<file path="src/design/cbrp_pkg.sv">
// ****************************************************************
// shared constants for bit-rate and transmit-priority block
// ****************************************************************
package cbrp_pkg;
  // apb register byte offsets
  localparam logic [7:0] CBRP_OFS_GCFG = 8'h00;
  localparam logic [7:0] CBRP_OFS_CTRL = 8'h04;
  localparam logic [7:0] CBRP_OFS_NBT = 8'h08;
  localparam logic [7:0] CBRP_OFS_DBT = 8'h0C;
  localparam logic [7:0] CBRP_OFS_STAT = 8'h10;
  // global configuration fields
  localparam int CBRP_GCFG_PRIO_BIT = 0;
  localparam int CBRP_GCFG_CSRC_BIT = 1;
  // control fields
  localparam int CBRP_CTRL_CFG_BIT = 0;
  // bit timing field positions and widths (nominal and data share layout)
  localparam int CBRP_BRP_LSB = 0;
  localparam int CBRP_BRP_W = 10;
  localparam int CBRP_TS1_LSB = 10;
  localparam int CBRP_TS1_W = 8;
  localparam int CBRP_TS2_LSB = 18;
  localparam int CBRP_TS2_W = 7;
  localparam int CBRP_SJW_LSB = 25;
  localparam int CBRP_SJW_W = 7;
  // reset values
  localparam logic [31:0] CBRP_GCFG_RST = 32'h0000_0000;
  localparam logic [31:0] CBRP_CTRL_RST = 32'h0000_0001;
  localparam logic [31:0] CBRP_NBT_RST = 32'h020C_1004;
  localparam logic [31:0] CBRP_DBT_RST = 32'h020C_1001;
  // identifier width and arbitration key width
  localparam int CBRP_ID_W = 29;
  localparam int CBRP_ARB_W = 31;
  // winner source kinds
  localparam logic [1:0] CBRP_KIND_BUF = 2'h0;
  localparam logic [1:0] CBRP_KIND_FIFO = 2'h1;
  localparam logic [1:0] CBRP_KIND_QUEUE = 2'h2;
  // arbiter states
  typedef enum logic [1:0] {CBRP_SEL, CBRP_RDY, CBRP_BUSY} cbrp_arb_t;
endpackage : cbrp_pkg

</file>
<file path="src/design/cbrp_bit_timer.sv">
`timescale 1ns/1ps
// ****************************************************************
// prescaler and quanta counter building one bit
// ****************************************************************
module cbrp_bit_timer
  import cbrp_pkg::*;
(
  // clock and reset
  input wire logic i_ref_clk,
  input wire logic i_reset,
  // control
  input wire logic i_run,
  input wire logic i_core_tick,
  input wire logic i_data_phase,
  // nominal and data settings
  input wire logic [CBRP_BRP_W-1:0] i_nom_brp,
  input wire logic [CBRP_TS1_W-1:0] i_nom_ts1,
  input wire logic [CBRP_TS2_W-1:0] i_nom_ts2,
  input wire logic [CBRP_BRP_W-1:0] i_dat_brp,
  input wire logic [CBRP_TS1_W-1:0] i_dat_ts1,
  input wire logic [CBRP_TS2_W-1:0] i_dat_ts2,
  // timing strobes
  output logic o_tq_tick,
  output logic o_sample,
  output logic o_bit_end
);
  localparam int QW = 9;
  logic [CBRP_BRP_W-1:0] cur_brp;
  logic [CBRP_TS1_W-1:0] cur_ts1;
  logic [CBRP_TS2_W-1:0] cur_ts2;
  logic [CBRP_BRP_W-1:0] pcnt;
  logic [QW-1:0] qcnt;
  logic [QW-1:0] bit_len;
  logic tq_now;
  logic bit_now;
  logic [CBRP_BRP_W-1:0] chk_core;

  // zero division value behaves as one
  function automatic logic [CBRP_BRP_W-1:0] eff_brp(input logic [CBRP_BRP_W-1:0] v);
    eff_brp = (v == '0) ? {{(CBRP_BRP_W-1){1'b0}}, 1'b1} : v;
  endfunction : eff_brp

  // sync quantum plus both segments
  assign bit_len = QW'(1) + QW'(cur_ts1) + QW'(cur_ts2);
  assign tq_now = i_core_tick && (pcnt == cur_brp - 1'b1);
  assign bit_now = tq_now && (qcnt == bit_len - 1'b1);

  // active settings change only at a bit boundary or while not running
  always_ff @(posedge i_ref_clk or posedge i_reset) begin
    if (i_reset) begin
      cur_brp <= 10'h001;
      cur_ts1 <= 8'h01;
      cur_ts2 <= 7'h01;
    end else if (!i_run || bit_now) begin
      cur_brp <= i_data_phase ? eff_brp(i_dat_brp) : eff_brp(i_nom_brp);
      cur_ts1 <= i_data_phase ? i_dat_ts1 : i_nom_ts1;
      cur_ts2 <= i_data_phase ? i_dat_ts2 : i_nom_ts2;
    end
  end

  // prescaler over core clock ticks
  always_ff @(posedge i_ref_clk or posedge i_reset) begin
    if (i_reset) begin
      pcnt <= '0;
    end else if (!i_run || tq_now) begin
      pcnt <= '0;
    end else if (i_core_tick) begin
      pcnt <= pcnt + 1'b1;
    end
  end

  // quanta within the bit
  always_ff @(posedge i_ref_clk or posedge i_reset) begin
    if (i_reset) begin
      qcnt <= '0;
    end else if (!i_run || bit_now) begin
      qcnt <= '0;
    end else if (tq_now) begin
      qcnt <= qcnt + 1'b1;
    end
  end

  // registered strobes
  always_ff @(posedge i_ref_clk or posedge i_reset) begin
    if (i_reset) begin
      o_tq_tick <= 1'b0;
      o_sample <= 1'b0;
      o_bit_end <= 1'b0;
    end else begin
      o_tq_tick <= i_run && tq_now;
      o_sample <= i_run && tq_now && (qcnt == QW'(cur_ts1));
      o_bit_end <= i_run && bit_now;
    end
  end

  // helper: core ticks seen since the last quantum
  always_ff @(posedge i_ref_clk or posedge i_reset) begin
    if (i_reset) begin
      chk_core <= '0;
    end else if (!i_run || tq_now) begin
      chk_core <= '0;
    end else if (i_core_tick) begin
      chk_core <= chk_core + 1'b1;
    end
  end
endmodule : cbrp_bit_timer

</file>
<file path="src/design/cbrp_top.sv">
// Contract
// - bit rate is core clock over prescaler times quanta
// - core clock chosen from peripheral or oscillator
// - separate nominal and data phase settings
// - nominal prescaler takes any division value
// - sync plus two segments, sample after first
// - one priority method for all channels
// - identifier priority follows bus arbitration order
// - buffers and transmit FIFOs compete, queues too under identifier priority
// - FIFO oldest competes, next while sending
// - every queue entry competes under identifier priority
// - equal identifier, lower buffer number wins
// - buffer mode: lowest pending buffer first
// - linked FIFO uses its buffer number
// - reselect after arbitration loss or error
// - bit split into three segments
`timescale 1ns/1ps
module cbrp_top
  import cbrp_pkg::*;
#(
  parameter int NBUF = 4,
  parameter int NFIFO = 2,
  parameter int NQ = 4,
  parameter int BNUM_W = 7
)(
  // clock and reset
  input wire logic i_ref_clk,
  input wire logic i_reset,
  // apb slave
  input wire logic i_psel,
  input wire logic i_penable,
  input wire logic i_pwrite,
  input wire logic [7:0] i_paddr,
  input wire logic [31:0] i_pwdata,
  output logic [31:0] o_prdata,
  output logic o_pready,
  output logic o_pslverr,
  // core clock sources as ticks and phase select
  input wire logic i_periph_tick,
  input wire logic i_xosc_tick,
  input wire logic i_data_phase,
  // bit timing strobes
  output logic o_tq_tick,
  output logic o_sample,
  output logic o_bit_end,
  // transmit buffers
  input wire logic [NBUF-1:0] i_buf_pend,
  input wire logic [NBUF*CBRP_ID_W-1:0] i_buf_id,
  input wire logic [NBUF-1:0] i_buf_ext,
  // shared FIFOs
  input wire logic [NFIFO-1:0] i_fifo_txmode,
  input wire logic [NFIFO-1:0] i_fifo_busy,
  input wire logic [NFIFO*BNUM_W-1:0] i_fifo_link,
  input wire logic [NFIFO-1:0] i_fifo_head_pend,
  input wire logic [NFIFO*CBRP_ID_W-1:0] i_fifo_head_id,
  input wire logic [NFIFO-1:0] i_fifo_head_ext,
  input wire logic [NFIFO-1:0] i_fifo_next_pend,
  input wire logic [NFIFO*CBRP_ID_W-1:0] i_fifo_next_id,
  input wire logic [NFIFO-1:0] i_fifo_next_ext,
  // transmit queue entries
  input wire logic [NQ-1:0] i_q_pend,
  input wire logic [NQ*CBRP_ID_W-1:0] i_q_id,
  input wire logic [NQ-1:0] i_q_ext,
  input wire logic [NQ*BNUM_W-1:0] i_q_num,
  // frame progress from the protocol engine
  input wire logic i_tx_start,
  input wire logic i_tx_done,
  input wire logic i_arb_lost,
  input wire logic i_tx_error,
  // selected frame
  output logic o_sel_valid,
  output logic [1:0] o_sel_kind,
  output logic [7:0] o_sel_index,
  output logic [BNUM_W-1:0] o_sel_num,
  output logic [CBRP_ID_W-1:0] o_sel_id,
  output logic o_sel_ext
);
  localparam int KEY_W = CBRP_ARB_W + BNUM_W;

  // ****************************************************************
  // registers and apb slave
  // ****************************************************************
  logic [31:0] gcfg;
  logic [31:0] ctrl;
  logic [31:0] nbt;
  logic [31:0] dbt;
  logic cfg_mode;
  logic prio_bufnum;
  logic wr_en;
  logic rd_en;
  logic addr_ok;
  logic addr_locked;
  logic [31:0] next_rdata;
  cbrp_arb_t state;

  assign cfg_mode = ctrl[CBRP_CTRL_CFG_BIT];
  assign prio_bufnum = gcfg[CBRP_GCFG_PRIO_BIT];
  assign wr_en = i_psel && i_penable && i_pwrite && !o_pready;
  assign rd_en = i_psel && i_penable && !i_pwrite && !o_pready;
  assign addr_ok = (i_paddr == CBRP_OFS_GCFG) || (i_paddr == CBRP_OFS_CTRL) ||
                   (i_paddr == CBRP_OFS_NBT) || (i_paddr == CBRP_OFS_DBT) ||
                   (i_paddr == CBRP_OFS_STAT);
  // global and timing settings locked outside configuration, status read only
  assign addr_locked = (i_paddr == CBRP_OFS_STAT) || (!cfg_mode &&
                       (i_paddr != CBRP_OFS_CTRL));

  // read data mux
  always_comb begin
    next_rdata = 32'h0000_0000;
    case (i_paddr)
      CBRP_OFS_GCFG: next_rdata = gcfg;
      CBRP_OFS_CTRL: next_rdata = ctrl;
      CBRP_OFS_NBT: next_rdata = nbt;
      CBRP_OFS_DBT: next_rdata = dbt;
      CBRP_OFS_STAT: next_rdata = {14'h0000, o_sel_num, 7'h00, state, o_sel_valid, cfg_mode};
      default: next_rdata = 32'h0000_0000;
    endcase
  end

  // one wait state: answer in the second access cycle
  always_ff @(posedge i_ref_clk or posedge i_reset) begin
    if (i_reset) begin
      o_pready <= 1'b0;
      o_pslverr <= 1'b0;
      o_prdata <= 32'h0000_0000;
    end else begin
      o_pready <= i_psel && i_penable && !o_pready;
      o_pslverr <= (wr_en && (!addr_ok || addr_locked)) || (rd_en && !addr_ok);
      o_prdata <= rd_en ? next_rdata : 32'h0000_0000;
    end
  end

  // register writes
  always_ff @(posedge i_ref_clk or posedge i_reset) begin
    if (i_reset) begin
      gcfg <= CBRP_GCFG_RST;
      ctrl <= CBRP_CTRL_RST;
      nbt <= CBRP_NBT_RST;
      dbt <= CBRP_DBT_RST;
    end else if (wr_en && addr_ok && !addr_locked) begin
      case (i_paddr)
        CBRP_OFS_GCFG: gcfg <= i_pwdata & 32'h0000_0003;
        CBRP_OFS_CTRL: ctrl <= i_pwdata & 32'h0000_0001;
        CBRP_OFS_NBT: nbt <= i_pwdata;
        CBRP_OFS_DBT: dbt <= i_pwdata;
        default: ctrl <= ctrl;
      endcase
    end
  end

  // ****************************************************************
  // bit timing
  // ****************************************************************
  logic core_tick;

  assign core_tick = gcfg[CBRP_GCFG_CSRC_BIT] ? i_xosc_tick : i_periph_tick;

  cbrp_bit_timer u_timer (
    .i_ref_clk(i_ref_clk),
    .i_reset(i_reset),
    .i_run(!cfg_mode),
    .i_core_tick(core_tick),
    .i_data_phase(i_data_phase),
    .i_nom_brp(nbt[CBRP_BRP_LSB +: CBRP_BRP_W]),
    .i_nom_ts1(nbt[CBRP_TS1_LSB +: CBRP_TS1_W]),
    .i_nom_ts2(nbt[CBRP_TS2_LSB +: CBRP_TS2_W]),
    .i_dat_brp(dbt[CBRP_BRP_LSB +: CBRP_BRP_W]),
    .i_dat_ts1(dbt[CBRP_TS1_LSB +: CBRP_TS1_W]),
    .i_dat_ts2(dbt[CBRP_TS2_LSB +: CBRP_TS2_W]),
    .o_tq_tick(o_tq_tick),
    .o_sample(o_sample),
    .o_bit_end(o_bit_end)
  );

  // ****************************************************************
  // transmit priority
  // ****************************************************************
  // order of the header bits on the bus, lower value wins arbitration
  function automatic logic [CBRP_ARB_W-1:0] arb_key(input logic [CBRP_ID_W-1:0] id,
                                                     input logic ext);
    if (ext) begin
      arb_key = {id[28:18], 1'b1, 1'b1, id[17:0]};
    end else begin
      arb_key = {id[10:0], 1'b0, 1'b0, 18'h00000};
    end
  endfunction : arb_key

  // full sort key: arbitration order, then buffer number; buffer number alone in buffer mode
  function automatic logic [KEY_W-1:0] cand_key(input logic bufmode,
                                                input logic [CBRP_ID_W-1:0] id,
                                                input logic ext,
                                                input logic [BNUM_W-1:0] num);
    if (bufmode) begin
      cand_key = {{CBRP_ARB_W{1'b0}}, num};
    end else begin
      cand_key = {arb_key(id, ext), num};
    end
  endfunction : cand_key

  logic best_valid;
  logic [KEY_W-1:0] best_key;
  logic [1:0] best_kind;
  logic [7:0] best_index;
  logic [BNUM_W-1:0] best_num;
  logic [CBRP_ID_W-1:0] best_id;
  logic best_ext;
  logic [KEY_W-1:0] k;
  logic f_pend;
  logic [CBRP_ID_W-1:0] f_id;
  logic f_ext;

  // search over every candidate; strict less keeps the earliest on ties
  always_comb begin
    k = '0;
    f_pend = 1'b0;
    f_id = '0;
    f_ext = 1'b0;
    best_valid = 1'b0;
    best_key = '1;
    best_kind = CBRP_KIND_BUF;
    best_index = 8'h00;
    best_num = '0;
    best_id = '0;
    best_ext = 1'b0;
    for (int b = 0; b < NBUF; b++) begin
      k = cand_key(prio_bufnum, i_buf_id[b*CBRP_ID_W +: CBRP_ID_W], i_buf_ext[b],
                   BNUM_W'(b));
      if (i_buf_pend[b] && (!best_valid || k < best_key)) begin
        best_valid = 1'b1;
        best_key = k;
        best_kind = CBRP_KIND_BUF;
        best_index = 8'(b);
        best_num = BNUM_W'(b);
        best_id = i_buf_id[b*CBRP_ID_W +: CBRP_ID_W];
        best_ext = i_buf_ext[b];
      end
    end
    for (int f = 0; f < NFIFO; f++) begin
      // head in flight: the entry behind it competes instead
      f_pend = i_fifo_busy[f] ? i_fifo_next_pend[f] : i_fifo_head_pend[f];
      f_id = i_fifo_busy[f] ? i_fifo_next_id[f*CBRP_ID_W +: CBRP_ID_W] :
                              i_fifo_head_id[f*CBRP_ID_W +: CBRP_ID_W];
      f_ext = i_fifo_busy[f] ? i_fifo_next_ext[f] : i_fifo_head_ext[f];
      k = cand_key(prio_bufnum, f_id, f_ext, i_fifo_link[f*BNUM_W +: BNUM_W]);
      if (i_fifo_txmode[f] && f_pend && (!best_valid || k < best_key)) begin
        best_valid = 1'b1;
        best_key = k;
        best_kind = CBRP_KIND_FIFO;
        best_index = 8'(f);
        best_num = i_fifo_link[f*BNUM_W +: BNUM_W];
        best_id = f_id;
        best_ext = f_ext;
      end
    end
    // queues only take part under identifier priority
    for (int q = 0; q < NQ; q++) begin
      k = cand_key(1'b0, i_q_id[q*CBRP_ID_W +: CBRP_ID_W], i_q_ext[q],
                   i_q_num[q*BNUM_W +: BNUM_W]);
      if (!prio_bufnum && i_q_pend[q] && (!best_valid || k < best_key)) begin
        best_valid = 1'b1;
        best_key = k;
        best_kind = CBRP_KIND_QUEUE;
        best_index = 8'(q);
        best_num = i_q_num[q*BNUM_W +: BNUM_W];
        best_id = i_q_id[q*CBRP_ID_W +: CBRP_ID_W];
        best_ext = i_q_ext[q];
      end
    end
  end

  // selection state: winner refreshed every cycle until the frame starts
  always_ff @(posedge i_ref_clk or posedge i_reset) begin
    if (i_reset) begin
      state <= CBRP_SEL;
      o_sel_valid <= 1'b0;
    end else if (cfg_mode) begin
      state <= CBRP_SEL;
      o_sel_valid <= 1'b0;
    end else begin
      case (state)
        CBRP_SEL, CBRP_RDY: begin
          if (state == CBRP_RDY && o_sel_valid && i_tx_start) begin
            state <= CBRP_BUSY;
            o_sel_valid <= 1'b0;
          end else begin
            state <= best_valid ? CBRP_RDY : CBRP_SEL;
            o_sel_valid <= best_valid;
          end
        end
        CBRP_BUSY: begin
          if (i_tx_done || i_arb_lost || i_tx_error) begin
            state <= CBRP_SEL;
          end
        end
        default: begin
          state <= CBRP_SEL;
          o_sel_valid <= 1'b0;
        end
      endcase
    end
  end

  // winner details, frozen while the frame is on the bus
  always_ff @(posedge i_ref_clk or posedge i_reset) begin
    if (i_reset) begin
      o_sel_kind <= CBRP_KIND_BUF;
      o_sel_index <= 8'h00;
      o_sel_num <= '0;
      o_sel_id <= '0;
      o_sel_ext <= 1'b0;
    end else if (state != CBRP_BUSY && !(o_sel_valid && i_tx_start) && best_valid) begin
      o_sel_kind <= best_kind;
      o_sel_index <= best_index;
      o_sel_num <= best_num;
      o_sel_id <= best_id;
      o_sel_ext <= best_ext;
    end
  end

  // helpers for checks: a pending candidate that beats the held winner
  logic buf_beats;
  logic q_beats;
  logic buf_lower;
  always_comb begin
    buf_beats = 1'b0;
    q_beats = 1'b0;
    buf_lower = 1'b0;
    for (int b = 0; b < NBUF; b++) begin
      if (i_buf_pend[b] && cand_key(1'b0, i_buf_id[b*CBRP_ID_W +: CBRP_ID_W], i_buf_ext[b],
          BNUM_W'(b)) < cand_key(1'b0, o_sel_id, o_sel_ext, o_sel_num)) begin
        buf_beats = 1'b1;
      end
      if (i_buf_pend[b] && BNUM_W'(b) < o_sel_num) begin
        buf_lower = 1'b1;
      end
    end
    for (int q = 0; q < NQ; q++) begin
      if (i_q_pend[q] && cand_key(1'b0, i_q_id[q*CBRP_ID_W +: CBRP_ID_W], i_q_ext[q],
          i_q_num[q*BNUM_W +: BNUM_W]) < cand_key(1'b0, o_sel_id, o_sel_ext, o_sel_num)) begin
        q_beats = 1'b1;
      end
    end
  end
endmodule : cbrp_top

</file>
<file path="config.mk">
export PLATFORM = sky130hd
export DESIGN_NAME = cbrp_top
export DESIGN_NICKNAME = d
export VERILOG_FILES = /design/src/design/cbrp_pkg.sv /design/src/design/cbrp_bit_timer.sv /design/src/design/cbrp_top.sv
export SDC_FILE = /design/constraint.sdc
export NUM_CORES = 2
export LEC_CHECK = 0
export ABC_AREA = 1
export BUFFER_PORTS_ARGS = -buffer_cell sky130_fd_sc_hd__buf_2
export CELL_PAD_IN_SITES_DETAIL_PLACEMENT = 0
export CELL_PAD_IN_SITES_GLOBAL_PLACEMENT = 1
export CORE_MARGIN = 2
export CORE_UTILIZATION = 35
export DETAILED_ROUTE_END_ITERATION = 6
export GPL_TIMING_DRIVEN = 0
export PLACE_DENSITY_LB_ADDON = 0.1
export SLEW_MARGIN = 20
export SYNTH_ARGS = -nofsm -noshare
export SYNTH_HDL_FRONTEND = slang
export SYNTH_SLANG_ARGS = --single-unit
</file>
<file path="constraint.sdc">
create_clock -name i_ref_clk -period 18 [get_ports i_ref_clk]
set_input_delay 1.8 -clock i_ref_clk [delete_from_list [all_inputs] [get_ports i_ref_clk]]
set_output_delay 1.8 -clock i_ref_clk [all_outputs]
set_load 0.005 [all_outputs]
</file>
==> flow_summary.yaml <==
die:
  dieArea_sq_um: 73500
  die_w_um: 271
  die_h_um: 271
  initial_utilization_pct: 35.5
  ios: 555
  rows: 97
  core_region_area_sq_um: 70300
worst_setup_path:
  crit_fanout: 10
  cp_data_arrival_time_ps: 20380
  slowest_stage: "ha_1"
  crit_top_cell: "nand2_1"
  cp.required_ps: 18340
  setup.worst_path.start_class: "input pin"
  path_class: "input pin to register"
  critPathCaptureType: "register"
  max_stage_delay_ps: 380
timing:
  worst_pin_slew_ps: 999
  finClkSkew_ps: 20.7
  setup_ws_ps: -2040
  hold_viol: 0
  period_share_pct: 111
  slew_violations: 0
  setup_viol: 41
  rsz0062_at_grt: "yes"
  period_minus_slack_ps: 20040
  fmax_mhz: 49.9
  slew_headroom_pct: 32.8
hold_path:
  hp-class: "register to register"
detailed_routing:
  wirelength_um: 127000
  post_drt_wl_per_cell_um: 22.7
  dr_total_vias: 30500
  ant_nets: 0
  viasPerCell: 5.45
  drtIter0Drc: 2476
  drc: 0
  first_pass_iters: 5
clock_network:
  cts_made_buffers: 17
  cts_tree: "done"
  clk_pin_slew_ps: 80
  clockBufferDepth: 2
  cts_max_level: 4
  clk_latency_ps: 470
  cts_hold_buf: 0
  cts_root_buffer: "clkbuf_16"
  clkSinkCount: 192
synth:
  synth_top_cell_by_area: "dfrtp_1"
  synth-edff-count: 0
  yosysTopAreaCellShare_pct: 17.8
  synthArstFlopShare_pct: 100
  synthCells: 3890
  yosysMostFrequentCell: "nand2_1"
  ys_warn_count: 0
  synthFlopType: "dfrtp_1"
  yosysSeqAreaShare_pct: 19.3
  synth_area_sq_um: 25000
  yosys-top-cells-area: "dfrtp_1 (18%), ha_1 (16%), nand2_1 (16%)"
  synth_cell_types: 60
  syn_avg_cell_area_sq_um: 6.42
  synth-seq-cells: 192
  synth_common_cells: "nand2_1 (1032), o21ai_0 (529), inv_1 (450)"
outcome:
  violations: "setup timing"
  status: "complete, but fails checks"
placed_design:
  dpl_cell_area_sq_um: 29000
  hpwl_um: 105000
  gp_congestion: 0.973
  place_ws_ps: -8590
  portBuffers: 546
grt:
  grt_pass1_vias: 29400
  antenna_found_initial: 22
  grt_first_pass_wirelength_um: 183000
  grt_max_degree: 84
  overflow: 0
  grt_use_total_pct: 32.9
run:
  cap_violations: 0
power_and_ir_drop:
  vdd_ir_drop_max_mv: 0.0939
  power_density_nw_per_um2: 89.6
  leakagePower_nw: 18.1
cells_and_area:
  nets: 5430
  drive_gt1_share_pct: 31.4
  synthToLayoutAreaGrowth_pct: 41.8
  final_area_sq_um: 35400
## placed cells by master (no fill, tap or decap), types with 60 or more instances in the layout
cell,count
nand2_1,934
buf_2,550
inv_1,439
o21ai_0,320
ha_1,261
nor2_1,236
a21oi_1,190
dfrtp_1,178
buf_4,154
clkbuf_1,111
o21ai_2,88
o211ai_1,82
o21ai_1,77
nand2_2,71
nand3_1,62
nand3_2,60
## through the flow
step	power (mW)	cells	TNS [ps]	util (%)	hold WS, ps
after global routing	3.38	5603	-107990	50.4	492
after floorplan	1.48	3895	0	-	448
after CTS	2.93	5548	-87590	48.1	485
after global placement	2.10	5381	-361540	41.2	460
after detailed placement	2.10	5384	-348970	41.3	463
final	3.17	5604	-82000	50.4	474
## layer usage
layer / GRT usage [%] / up-vias / part of all wire, %
li1: - / 14600 / -
met2: 54.4 / 1196 / 46
met3: 2.89 / 240 / 5.8
met1: 44.3 / 14500 / 44
met5: 0 / - / 0.054
met4: 12.6 / 10 / 4.4
## timing repair
action | 4_1_cts | 5_1_grt
setup endpoints to repair | 41 | 41
buffers inserted | 113 | 41
pin swaps | 148 | 184
gates resized for setup | 790 | 312
cloned | 20 | 9
## state kept, by name, indices dropped and copies added, names as in the netlist
name and flops:
o_sel_id 29, o_prdata 32, u_timer.pcnt 10, o_sel_num 7, gcfg 2, nbt 32
o_pslverr 1, o_sel_ext 1, state 2, u_timer.cur_ts2 7, u_timer.qcnt 9, dbt 32
u_timer.cur_brp 10, o_sel_kind 2, u_timer.cur_ts1 8, ctrl 1, o_sel_index 2, u_timer.o_bit_end 1
u_timer.o_tq_tick 1, u_timer.o_sample 1, o_pready 1, o_sel_valid 1
## kinds of logic (layout without fill, tap and decap cells)
family | after synthesis | after routing | synth area share (%)
AOI/OAI and AO/OA | 1017 | 1017 | 22.9
xor gates and xnor gates | 37 | 37 | 1.30
adders and majority gates | 317 | 317 | 15.9
buffers and inverters | 672 | 1431 | 10.4
DFF | 192 | 192 | 19.3
muxes | 113 | 113 | 4.81
other | 1 | 14 | 0.0150
and+or+nand+nor | 1541 | 1543 | 25.3
## report_power, final
part	switching [mW]	internal, mW
registers	0.0403	0.478
clock network	0.222	0.200
logic	1.33	0.895
## area by class of cell
type | instances | area (sq um)
clock inverters | 15 | 229
flip-flops and latches | 192 | 4820
multi-input cells | 3033 | 20700
well taps | 940 | 1180
diodes | 8 | 20.0
plain buffers | 213 | 1790
repair buffers | 727 | 4500
clock buffers | 17 | 425
fillers | 7338 | 34900
inverters | 458 | 1760
repair inverters | 1 | 7.51
## path summary, 6_finish.rpt
| kind | startpoint | end | slack, ps | cells past startpoint |
|---|---|---|---|---|
| worst max register to register | gcfg[0] | o_sel_id[5] | -1820 | 129 |
| min in group asynchronous | i_reset | o_sel_ext | 1310 | 2 |
| worst min-delay path | o_sel_id[22] | o_sel_id[22] | 470 | 2 |
| worst max-delay path | i_buf_ext[0] | o_sel_id[5] | -2040 | 131 |
| worst min register to register | o_sel_id[22] | o_sel_id[22] | 470 | 2 |
| max in group asynchronous | i_reset | nbt[12] | 15600 | 4 |
## critical path: cells and delay by family
kind                       cells  cell delay [ps]
AOI/OAI and AO/OA             43             7250
and+or+nand+nor               56             5380
buffers and inverters         23             3440
adders and majority gates      9             2410
(Power assumes the default switching activity.)
